--- src/isp_defines.svh ---
`ifndef ISP_DEFINES_SVH
`define ISP_DEFINES_SVH

// clock and oversampling
`define ISP_CLK_HZ       40000000
`define ISP_OVERSAMPLE   16

// selectable bit rates in baud
`define ISP_BAUD_300     300
`define ISP_BAUD_600     600
`define ISP_BAUD_1200    1200
`define ISP_BAUD_2400    2400
`define ISP_BAUD_4800    4800
`define ISP_BAUD_9600    9600

// register offsets
`define ISP_REG_CTRL     4'h0
`define ISP_REG_STATUS   4'h4
`define ISP_REG_TXDATA   4'h8
`define ISP_REG_RXDATA   4'hc

// control fields and reset values
`define ISP_CTRL_BAUD_LSB  0
`define ISP_CTRL_FMT_LSB   3
`define ISP_BAUD_SEL_RST   3'h5
`define ISP_FMT_RST        2'h0

// status bit positions
`define ISP_ST_TX_FULL   0
`define ISP_ST_TX_BUSY   1
`define ISP_ST_RX_VALID  2
`define ISP_ST_OVERRUN   3
`define ISP_ST_FRAME_ERR 4
`define ISP_ST_PAR_ERR   5
`define ISP_ST_DSR       6
`define ISP_ST_DTR       7

// frame timing in bit and tick counts
`define ISP_TX_LAST_BIT  4'ha
`define ISP_RX_LAST_BIT  4'h9
`define ISP_TICK_LAST    4'hf
`define ISP_TICK_MID     4'h7

`endif

--- src/isp_pkg.sv ---
package isp_pkg;

   typedef enum logic [1:0] {
      ISP_FMT_8N   = 2'h0,
      ISP_FMT_7E   = 2'h1,
      ISP_FMT_7O   = 2'h2
   } isp_fmt_t;

   typedef enum logic {
      TX_IDLE = 1'b0,
      TX_SEND = 1'b1
   } isp_tx_state_t;

   typedef enum logic [1:0] {
      RX_IDLE  = 2'b00,
      RX_START = 2'b01,
      RX_DATA  = 2'b11
   } isp_rx_state_t;

endpackage : isp_pkg

--- src/isp_tick_if.sv ---
interface isp_tick_if #(parameter int DIV_W = 14);
   logic [DIV_W-1:0] div;
   logic             tick;
   modport gen  (input div, output tick);
   modport user (output div, input tick);
endinterface : isp_tick_if

--- src/isp_baud_tick.sv ---
module isp_baud_tick #(
   parameter int DIV_W = 14
) (
   // clock and reset
   input  wire logic clk,
   input  wire logic reset,
   // oversample tick
   isp_tick_if.gen   tk
);

   logic [DIV_W-1:0] cnt_q;
   logic             tick_q;

   // >= rather than == so a smaller divisor written mid-count cannot stall
   wire              wrap = cnt_q >= (tk.div - DIV_W'(1));

   always_ff @(posedge clk) begin
      if (reset) begin
         cnt_q  <= '0;
         tick_q <= 1'b0;
      end else begin
         cnt_q  <= wrap ? '0 : cnt_q + DIV_W'(1);
         tick_q <= wrap;
      end
   end

   assign tk.tick = tick_q;

endmodule // isp_baud_tick

--- src/isp_serial_port.sv ---
// The register offsets and the plain strobed port were left to the implementer.
`include "isp_defines.svh"

module isp_serial_port import isp_pkg::*; #(
   parameter int unsigned CLK_HZ = `ISP_CLK_HZ,
   parameter int          DIV_W  = 14
) (
   // clock and reset
   input  wire logic       clk,
   input  wire logic       reset,
   // register port
   input  wire logic [3:0] addr,
   input  wire logic [7:0] wdata,
   input  wire logic       wr,
   input  wire logic       rd,
   output logic      [7:0] rdata,
   // serial link
   input  wire logic       rxd,
   output logic            txd,
   input  wire logic       dsr,
   output logic            dtr
);

   localparam int unsigned DIV_300  = CLK_HZ / (`ISP_OVERSAMPLE * `ISP_BAUD_300);
   localparam int unsigned DIV_600  = CLK_HZ / (`ISP_OVERSAMPLE * `ISP_BAUD_600);
   localparam int unsigned DIV_1200 = CLK_HZ / (`ISP_OVERSAMPLE * `ISP_BAUD_1200);
   localparam int unsigned DIV_2400 = CLK_HZ / (`ISP_OVERSAMPLE * `ISP_BAUD_2400);
   localparam int unsigned DIV_4800 = CLK_HZ / (`ISP_OVERSAMPLE * `ISP_BAUD_4800);
   localparam int unsigned DIV_9600 = CLK_HZ / (`ISP_OVERSAMPLE * `ISP_BAUD_9600);

   isp_tick_if #(.DIV_W(DIV_W)) tk ();

   isp_baud_tick #(.DIV_W(DIV_W)) u_tick (
      .clk   (clk),
      .reset (reset),
      .tk    (tk.gen)
   );

   ////////////////////////////////////////////////////////////////////////////
   // pin synchronisers

   logic [1:0] rxd_sync_q;
   logic [1:0] dsr_sync_q;
   wire        rxd_s = rxd_sync_q[1];
   wire        dsr_s = dsr_sync_q[1];

   always_ff @(posedge clk) begin
      if (reset) begin
         rxd_sync_q <= 2'h3;
         dsr_sync_q <= 2'h0;
      end else begin
         rxd_sync_q <= {rxd_sync_q[0], rxd};
         dsr_sync_q <= {dsr_sync_q[0], dsr};
      end
   end

   ////////////////////////////////////////////////////////////////////////////
   // control register

   logic [2:0] baud_sel_q;
   logic [1:0] fmt_q;

   wire        ctrl_wr = wr && (addr == `ISP_REG_CTRL);
   wire        stat_wr = wr && (addr == `ISP_REG_STATUS);
   wire        txd_wr  = wr && (addr == `ISP_REG_TXDATA);
   wire        rxd_rd  = rd && (addr == `ISP_REG_RXDATA);

   always_ff @(posedge clk) begin
      if (reset) begin
         baud_sel_q <= `ISP_BAUD_SEL_RST;
         fmt_q      <= `ISP_FMT_RST;
      end else if (ctrl_wr) begin
         baud_sel_q <= wdata[`ISP_CTRL_BAUD_LSB +: 3];
         fmt_q      <= wdata[`ISP_CTRL_FMT_LSB +: 2];
      end
   end

   // unused selections 6 and 7 fall back to the fastest rate
   wire [31:0] div_full = (baud_sel_q == 3'h0) ? DIV_300  :
                          (baud_sel_q == 3'h1) ? DIV_600  :
                          (baud_sel_q == 3'h2) ? DIV_1200 :
                          (baud_sel_q == 3'h3) ? DIV_2400 :
                          (baud_sel_q == 3'h4) ? DIV_4800 : DIV_9600;
   assign tk.div = div_full[DIV_W-1:0];

   // code 3 is treated as the eight bit format
   wire par_en   = (fmt_q == ISP_FMT_7E) || (fmt_q == ISP_FMT_7O);
   wire fmt_odd  = (fmt_q == ISP_FMT_7O);

   ////////////////////////////////////////////////////////////////////////////
   // transmitter

   isp_tx_state_t tx_st_q;
   logic          tx_hold_q;
   logic [7:0]    tx_hold_data_q;
   logic [7:0]    tx_byte_q;
   logic [10:0]   tx_frame_q;
   logic [3:0]    tx_bit_q;
   logic [3:0]    tx_tick_q;
   logic          txd_q;

   // only start a frame while the far end says it is ready
   wire  tx_load    = (tx_st_q == TX_IDLE) && tx_hold_q && dsr_s;
   wire  tx_bit_end = tk.tick && (tx_tick_q == `ISP_TICK_LAST);
   wire  tx_mid     = par_en ? (fmt_odd ? ~^tx_hold_data_q[6:0] : ^tx_hold_data_q[6:0])
                             : tx_hold_data_q[7];
   // stop, stop, parity or bit 7, bits 6..0, start: sent from bit 0 up
   wire [10:0] tx_frame_d = {2'b11, tx_mid, tx_hold_data_q[6:0], 1'b0};

   always_ff @(posedge clk) begin
      if (reset) begin
         tx_hold_q      <= 1'b0;
         tx_hold_data_q <= 8'h00;
      end else if (txd_wr && !tx_hold_q) begin
         tx_hold_q      <= 1'b1;
         tx_hold_data_q <= wdata;
      end else if (tx_load) begin
         tx_hold_q      <= 1'b0;
      end
   end

   always_ff @(posedge clk) begin
      if (reset) begin
         tx_st_q    <= TX_IDLE;
         tx_byte_q  <= 8'h00;
         tx_frame_q <= 11'h7ff;
         tx_bit_q   <= 4'h0;
         tx_tick_q  <= 4'h0;
      end else begin
         case (tx_st_q)
            TX_IDLE: begin
               if (tx_load) begin
                  tx_st_q    <= TX_SEND;
                  tx_byte_q  <= tx_hold_data_q;
                  tx_frame_q <= tx_frame_d;
                  tx_bit_q   <= 4'h0;
                  tx_tick_q  <= 4'h0;
               end
            end
            TX_SEND: begin
               if (tk.tick) tx_tick_q <= tx_tick_q + 4'h1;
               if (tx_bit_end) begin
                  if (tx_bit_q == `ISP_TX_LAST_BIT) tx_st_q <= TX_IDLE;
                  else tx_bit_q <= tx_bit_q + 4'h1;
               end
            end
            default: tx_st_q <= TX_IDLE;
         endcase
      end
   end

   always_ff @(posedge clk) begin
      if (reset) txd_q <= 1'b1;
      else txd_q <= (tx_st_q == TX_SEND) ? tx_frame_q[tx_bit_q] : 1'b1;
   end

   ////////////////////////////////////////////////////////////////////////////
   // receiver

   isp_rx_state_t rx_st_q;
   logic [3:0]    rx_tick_q;
   logic [3:0]    rx_bit_q;
   logic [9:0]    rx_sh_q;
   logic [7:0]    rx_data_q;
   logic          rx_valid_q;
   logic          ovr_q;
   logic          ferr_q;
   logic          perr_q;
   logic          dtr_q;

   wire [9:0] rx_sh_n   = {rxd_s, rx_sh_q[9:1]};
   wire       rx_sample = (rx_st_q == RX_DATA) && tk.tick && (rx_tick_q == `ISP_TICK_LAST);
   wire       rx_done   = rx_sample && (rx_bit_q == `ISP_RX_LAST_BIT);
   wire       rx_ferr   = !(rx_sh_n[9] && rx_sh_n[8]);
   wire       rx_perr   = par_en && ((^rx_sh_n[7:0]) != fmt_odd);
   wire [7:0] rx_char   = par_en ? {1'b0, rx_sh_n[6:0]} : rx_sh_n[7:0];
   // a read in the arrival cycle frees the slot, so the new byte is kept
   wire       rx_take   = rx_done && (!rx_valid_q || rxd_rd);

   always_ff @(posedge clk) begin
      if (reset) begin
         rx_st_q   <= RX_IDLE;
         rx_tick_q <= 4'h0;
         rx_bit_q  <= 4'h0;
         rx_sh_q   <= 10'h000;
      end else begin
         case (rx_st_q)
            RX_IDLE: begin
               if (!rxd_s) begin
                  rx_st_q   <= RX_START;
                  rx_tick_q <= 4'h0;
               end
            end
            RX_START: begin
               if (tk.tick) rx_tick_q <= rx_tick_q + 4'h1;
               // mid-bit check rejects glitches shorter than half a bit
               if (tk.tick && rx_tick_q == `ISP_TICK_MID) begin
                  rx_st_q   <= rxd_s ? RX_IDLE : RX_DATA;
                  rx_tick_q <= 4'h0;
                  rx_bit_q  <= 4'h0;
               end
            end
            RX_DATA: begin
               if (tk.tick) rx_tick_q <= rx_tick_q + 4'h1;
               if (rx_sample) begin
                  rx_sh_q  <= rx_sh_n;
                  rx_bit_q <= rx_bit_q + 4'h1;
               end
               if (rx_done) rx_st_q <= RX_IDLE;
            end
            default: rx_st_q <= RX_IDLE;
         endcase
      end
   end

   always_ff @(posedge clk) begin
      if (reset) begin
         rx_data_q  <= 8'h00;
         rx_valid_q <= 1'b0;
         ovr_q      <= 1'b0;
         ferr_q     <= 1'b0;
         perr_q     <= 1'b0;
         dtr_q      <= 1'b0;
      end else begin
         if (rx_take) rx_data_q <= rx_char;
         rx_valid_q <= rx_take || (rx_valid_q && !rxd_rd);
         ovr_q  <= (rx_done && !rx_take) || (ovr_q && !(stat_wr && wdata[`ISP_ST_OVERRUN]));
         ferr_q <= (rx_done && rx_ferr) || (ferr_q && !(stat_wr && wdata[`ISP_ST_FRAME_ERR]));
         perr_q <= (rx_done && rx_perr) || (perr_q && !(stat_wr && wdata[`ISP_ST_PAR_ERR]));
         // ready to receive only while the holding slot is empty
         dtr_q  <= !rx_valid_q;
      end
   end

   ////////////////////////////////////////////////////////////////////////////
   // read path

   logic [7:0] rdata_q;

   wire [7:0] status_w = {dtr_q, dsr_s, perr_q, ferr_q, ovr_q, rx_valid_q,
                          tx_st_q == TX_SEND, tx_hold_q};
   wire [7:0] rd_mux   = (addr == `ISP_REG_CTRL)   ? {3'h0, fmt_q, baud_sel_q} :
                         (addr == `ISP_REG_STATUS) ? status_w :
                         (addr == `ISP_REG_TXDATA) ? tx_hold_data_q :
                         (addr == `ISP_REG_RXDATA) ? rx_data_q : 8'h00;

   always_ff @(posedge clk) begin
      if (reset) rdata_q <= 8'h00;
      else rdata_q <= rd ? rd_mux : 8'h00;
   end

   assign rdata = rdata_q;
   assign txd   = txd_q;
   assign dtr   = dtr_q;
endmodule // isp_serial_port

--- config.mk ---
export PLATFORM = sky130hd
export DESIGN_NAME = isp_serial_port
export DESIGN_NICKNAME = d
export VERILOG_FILES = /design/src/isp_pkg.sv /design/src/isp_tick_if.sv /design/src/isp_baud_tick.sv /design/src/isp_serial_port.sv
export VERILOG_INCLUDE_DIRS = /design/src /design/src/src
export SDC_FILE = /design/constraint.sdc
export NUM_CORES = 1
export LEC_CHECK = 0
export BUFFER_PORTS_ARGS = -buffer_cell sky130_fd_sc_hd__buf_2
export CORE_MARGIN = 8
export CORE_UTILIZATION = 25
export DETAILED_ROUTE_END_ITERATION = 8
export PLACE_DENSITY = 0.47
export SLEW_MARGIN = 20
export SYNTH_ARGS = -nofsm -noshare
export SYNTH_HDL_FRONTEND = slang
export SYNTH_SLANG_ARGS = --single-unit
--- constraint.sdc ---
create_clock -name clk -period 4.4 [get_ports clk]
set_clock_uncertainty 0.15 [all_clocks]
set_input_delay 0.88 -clock clk [delete_from_list [all_inputs] [get_ports clk]]
set_output_delay 0.88 -clock clk [all_outputs]
set_load 0.02 [all_outputs]
==> impl_metrics.csv <==
group,metric,value,unit
worst_setup_path,end_kind,"flip-flop",
global_route,grt_max_degree,68,
job,drv_cap,0,
yosys,syn_area,4466,um^2
cells_and_area,diodes,0,
worst_setup_path,r2r_cells,11,
cts,root_buffer,"clkbuf_16",
place,post-place-cells,752,
global_route,grt_remaining_overflow,0,
sta,hold_viol_final,0,
global_route,grt_pass1_wl,18020,um
cts,numCtsBuffers,9,
cells_and_area,finish.utilization,28.98,%
yosys,synthTopCellsByArea,"dfxtp_1 (41%), ha_1 (6.4%), a21oi_1 (5.3%)",
worst_hold_path,hold_path_end,"rxd_sync_q[1]$_SDFF_PP1_",
place,io_buffers,27,
die,start_util,25.20,%
worst_setup_path,critPathLaunchType,"flip-flop",
worst_setup_path,rr_endpoint,"u_tick.cnt_q[4]$_SDFF_PP0_",
sta,tightest_slew,0.6822,ns
routing,dr.first_iter.drc_count,167,
routing,viasPerCell,4.655,
die,core_area,17720,um^2
yosys,syn_nets,555,
routing,dr.pass1.iters,4,
cts,path_clk_slew,0.06,ns
worst_setup_path,cp.required,4.53,ns
yosys,ys_warn_count,0,
die,rows,49,
cells_and_area,nets,575,
global_route,grtUsageTotal,10.25,%
die,dieArea,22400,um^2
yosys,synth_top_area_share,41.24,%
worst_setup_path,critical_path_class,"flip-flop to flip-flop",
cts,cts-resized-gates,0,
sta,fmax,322.6,MHz
worst_setup_path,crit_path_start,"baud_sel_q[0]$_SDFFE_PP1P_",
worst_hold_path,holdPathStages,1,
sta,rsz0062_at_grt,"false",
routing,drc_errors,0,
sta,relSlewSlack,54.52,%
yosys,ys_seq_area_share,41.24,%
routing,drtAntennaViolNets,0,
yosys,synth_seq_cells,92,
sta,fin_crit_sh,70.44,%
sta,finalCriticalPeriod,3.100,ns
place,gp_congestion,0.7908,
sta,drv_slew,0,
routing,wl_per_cell,14.03,um
die,ios,28,
status,status,"finished clean",
worst_hold_path,hold_class,"flip-flop to flip-flop",
sta,fin_ws,1.300,ns
cts,insertion_delay,0.35,ns
global_route,grt_pass1_vias,3571,
die,fp.dieH,149.7,um
die,fp.dieW,149.7,um
worst_setup_path,rrSetupSlack,1.30,ns
cts,cts_sinks,92,
worst_hold_path,min_from,"rxd_sync_q[0]$_SDFF_PP1_",
cells_and_area,final-instance-count-excl-fill,768,
yosys,ys_types,49,
power_and_ir_drop,irDropWorstVdd,0.0001755,V
routing,routed_wl,10780,um
cts,cts_tree,"built",
worst_setup_path,r2r_start,"baud_sel_q[0]$_SDFFE_PP1P_",
yosys,synth_edf_count,0,
cts,clk_path_buf_depth,2,
routing,vias,3575,
power_and_ir_drop,power.density,347.9,nW/um^2
worst_setup_path,worst-path-max-fanout,14,
global_route,antenna_found_initial,0,
place,place_ws,1.308,ns
cts,post_cts_buffers,0,
cts,cts_hold_repair.buffers,0,
yosys,synthFlopType,"dfxtp_1",
sta,final.setup.tns,0,ns
yosys,async_flop_share,0,%
worst_setup_path,worstPathArrival,3.23,ns
power_and_ir_drop,power.leakage,0.001963,uW
cells_and_area,syn_to_final_growth,14.99,%
yosys,yosysTopAreaCell,"dfxtp_1",
yosys,syn_area_per_cell,8.688,um^2
cts,cts.htree.levels,3,
sta,setup_viol,0,
cells_and_area,drive_gt1_share,11.50,%
yosys,syn_inst,514,
place,dp.final_hpwl,7856,um
## worst max-delay path by stage
stage	endpoint	slack, ns
after floorplan	u_tick.cnt_q[10]$_SDFF_PP0_	1.42
after global placement	u_tick.cnt_q[4]$_SDFF_PP0_	1.45
after detailed placement	u_tick.cnt_q[2]$_SDFF_PP0_	1.31
after CTS	u_tick.cnt_q[4]$_SDFF_PP0_	1.30
after global routing	u_tick.cnt_q[4]$_SDFF_PP0_	1.15
final	u_tick.cnt_q[4]$_SDFF_PP0_	1.30
## metal layers
layer / track usage, % / share of wire, % / vias up
met5: 0 / 0 / -
met4: 4.348 / 1.5 / 0
met3: 2.903 / 2.7 / 8
met2: 16.78 / 49 / 34
met1: 12.36 / 47 / 1691
li1: - / - / 1842
## cells in the mapped netlist, drive strengths merged (10+ instances only)
| library cell | n |
|---|---|
| dfxtp | 92 |
| mux2i | 15 |
| o21ai | 19 |
| ha | 23 |
| xnor2 | 20 |
| nand3b | 11 |
| xor2 | 12 |
| inv | 10 |
| nand3 | 29 |
| clkbuf | 15 |
| nand2b | 16 |
| nand2 | 54 |
| nor3 | 10 |
| nor2 | 54 |
| a21oi | 47 |
## stage by stage
step           cell area (um^2)  total power [uW]  hold WS (ns)
3_5_place_dp               4816             967.8        0.2469
5_1_grt                    5135              1862        0.2696
3_3_place_gp               4816             965.7        0.2504
4_1_cts                    5135              1815        0.2659
2_1_floorplan              4466             934.9        0.2395
6_report                   5135              1787        0.2638
## flip-flops by register name, summed over array words and instances (netlist names)
name            cells
baud_sel_q          3
dtr                 1
rx_st_q             2
ferr_q              1
rxd_sync_q          2
tx_bit_q            4
rx_valid_q          1
perr_q              1
tx_tick_q           4
rdata               8
tx_hold_data_q      8
rx_data_q           8
fmt_q               2
txd                 1
ovr_q               1
rx_sh_q             9
tx_st_q             1
rx_tick_q           4
tx_hold_q           1
u_tick.cnt_q       14
dsr_sync_q          2
tx_frame_q          9
u_tick.tk.tick      1
rx_bit_q            4
## worst max-delay path, stage by stage, from the launching register on
cell      delay (ns)
dfxtp_1         0.49
nand2b_1        0.11
or2_2           0.32
and2_1          0.17
ha_1            0.20
xnor2_1         0.13
ha_1            0.18
a21o_1          0.17
a21o_1          0.18
a221o_1         0.37
a211o_2         0.42
nor2_1          0.13
## power by group
part           total [uW]  internal (uW)  leakage [uW]  switching, uW
Clock                 838            513      0.000153            326
Combinational        87.8           36.3       0.00107           51.5
Sequential            860            843      0.000744           16.9
## cell usage in the layout (no fill, tap or decap), types with 11 or more instances in the layout
master    netlist  final
nand2_1        54     54
nand3b_1       11     11
dfxtp_1        92     92
ha_1           23     23
nor2_1         53     53
mux2i_1        15     15
xor2_1         12     12
o21ai_0        19     19
nand2b_1       16     16
xnor2_1        20     20
nand3_1        27     27
a21oi_1        47     47
buf_2           3     27
## final cells by class
cell class	instances	area [um^2]
Clock buffer	12	246.5
Clock inverter	4	72.57
Fill cell	1859	12580
Inverter	10	37.54
Multi-Input combinational cell	390	2485
Sequential cell	92	1842
Tap cell	229	286.5
Timing Repair Buffer	31	165.2
## cells by family (layout without fill, tap and decap cells)
group	after synthesis	in the layout	share of synthesized area (%)
flops	92	92	41.24
buf+inv	32	57	3.110
simple gates	217	217	24.85
xor+xnor	32	32	6.276
compound gates	101	101	13.70
mux	17	17	4.371
fa+ha+maj	23	23	6.444
Power figures use the tool's default switching activity.
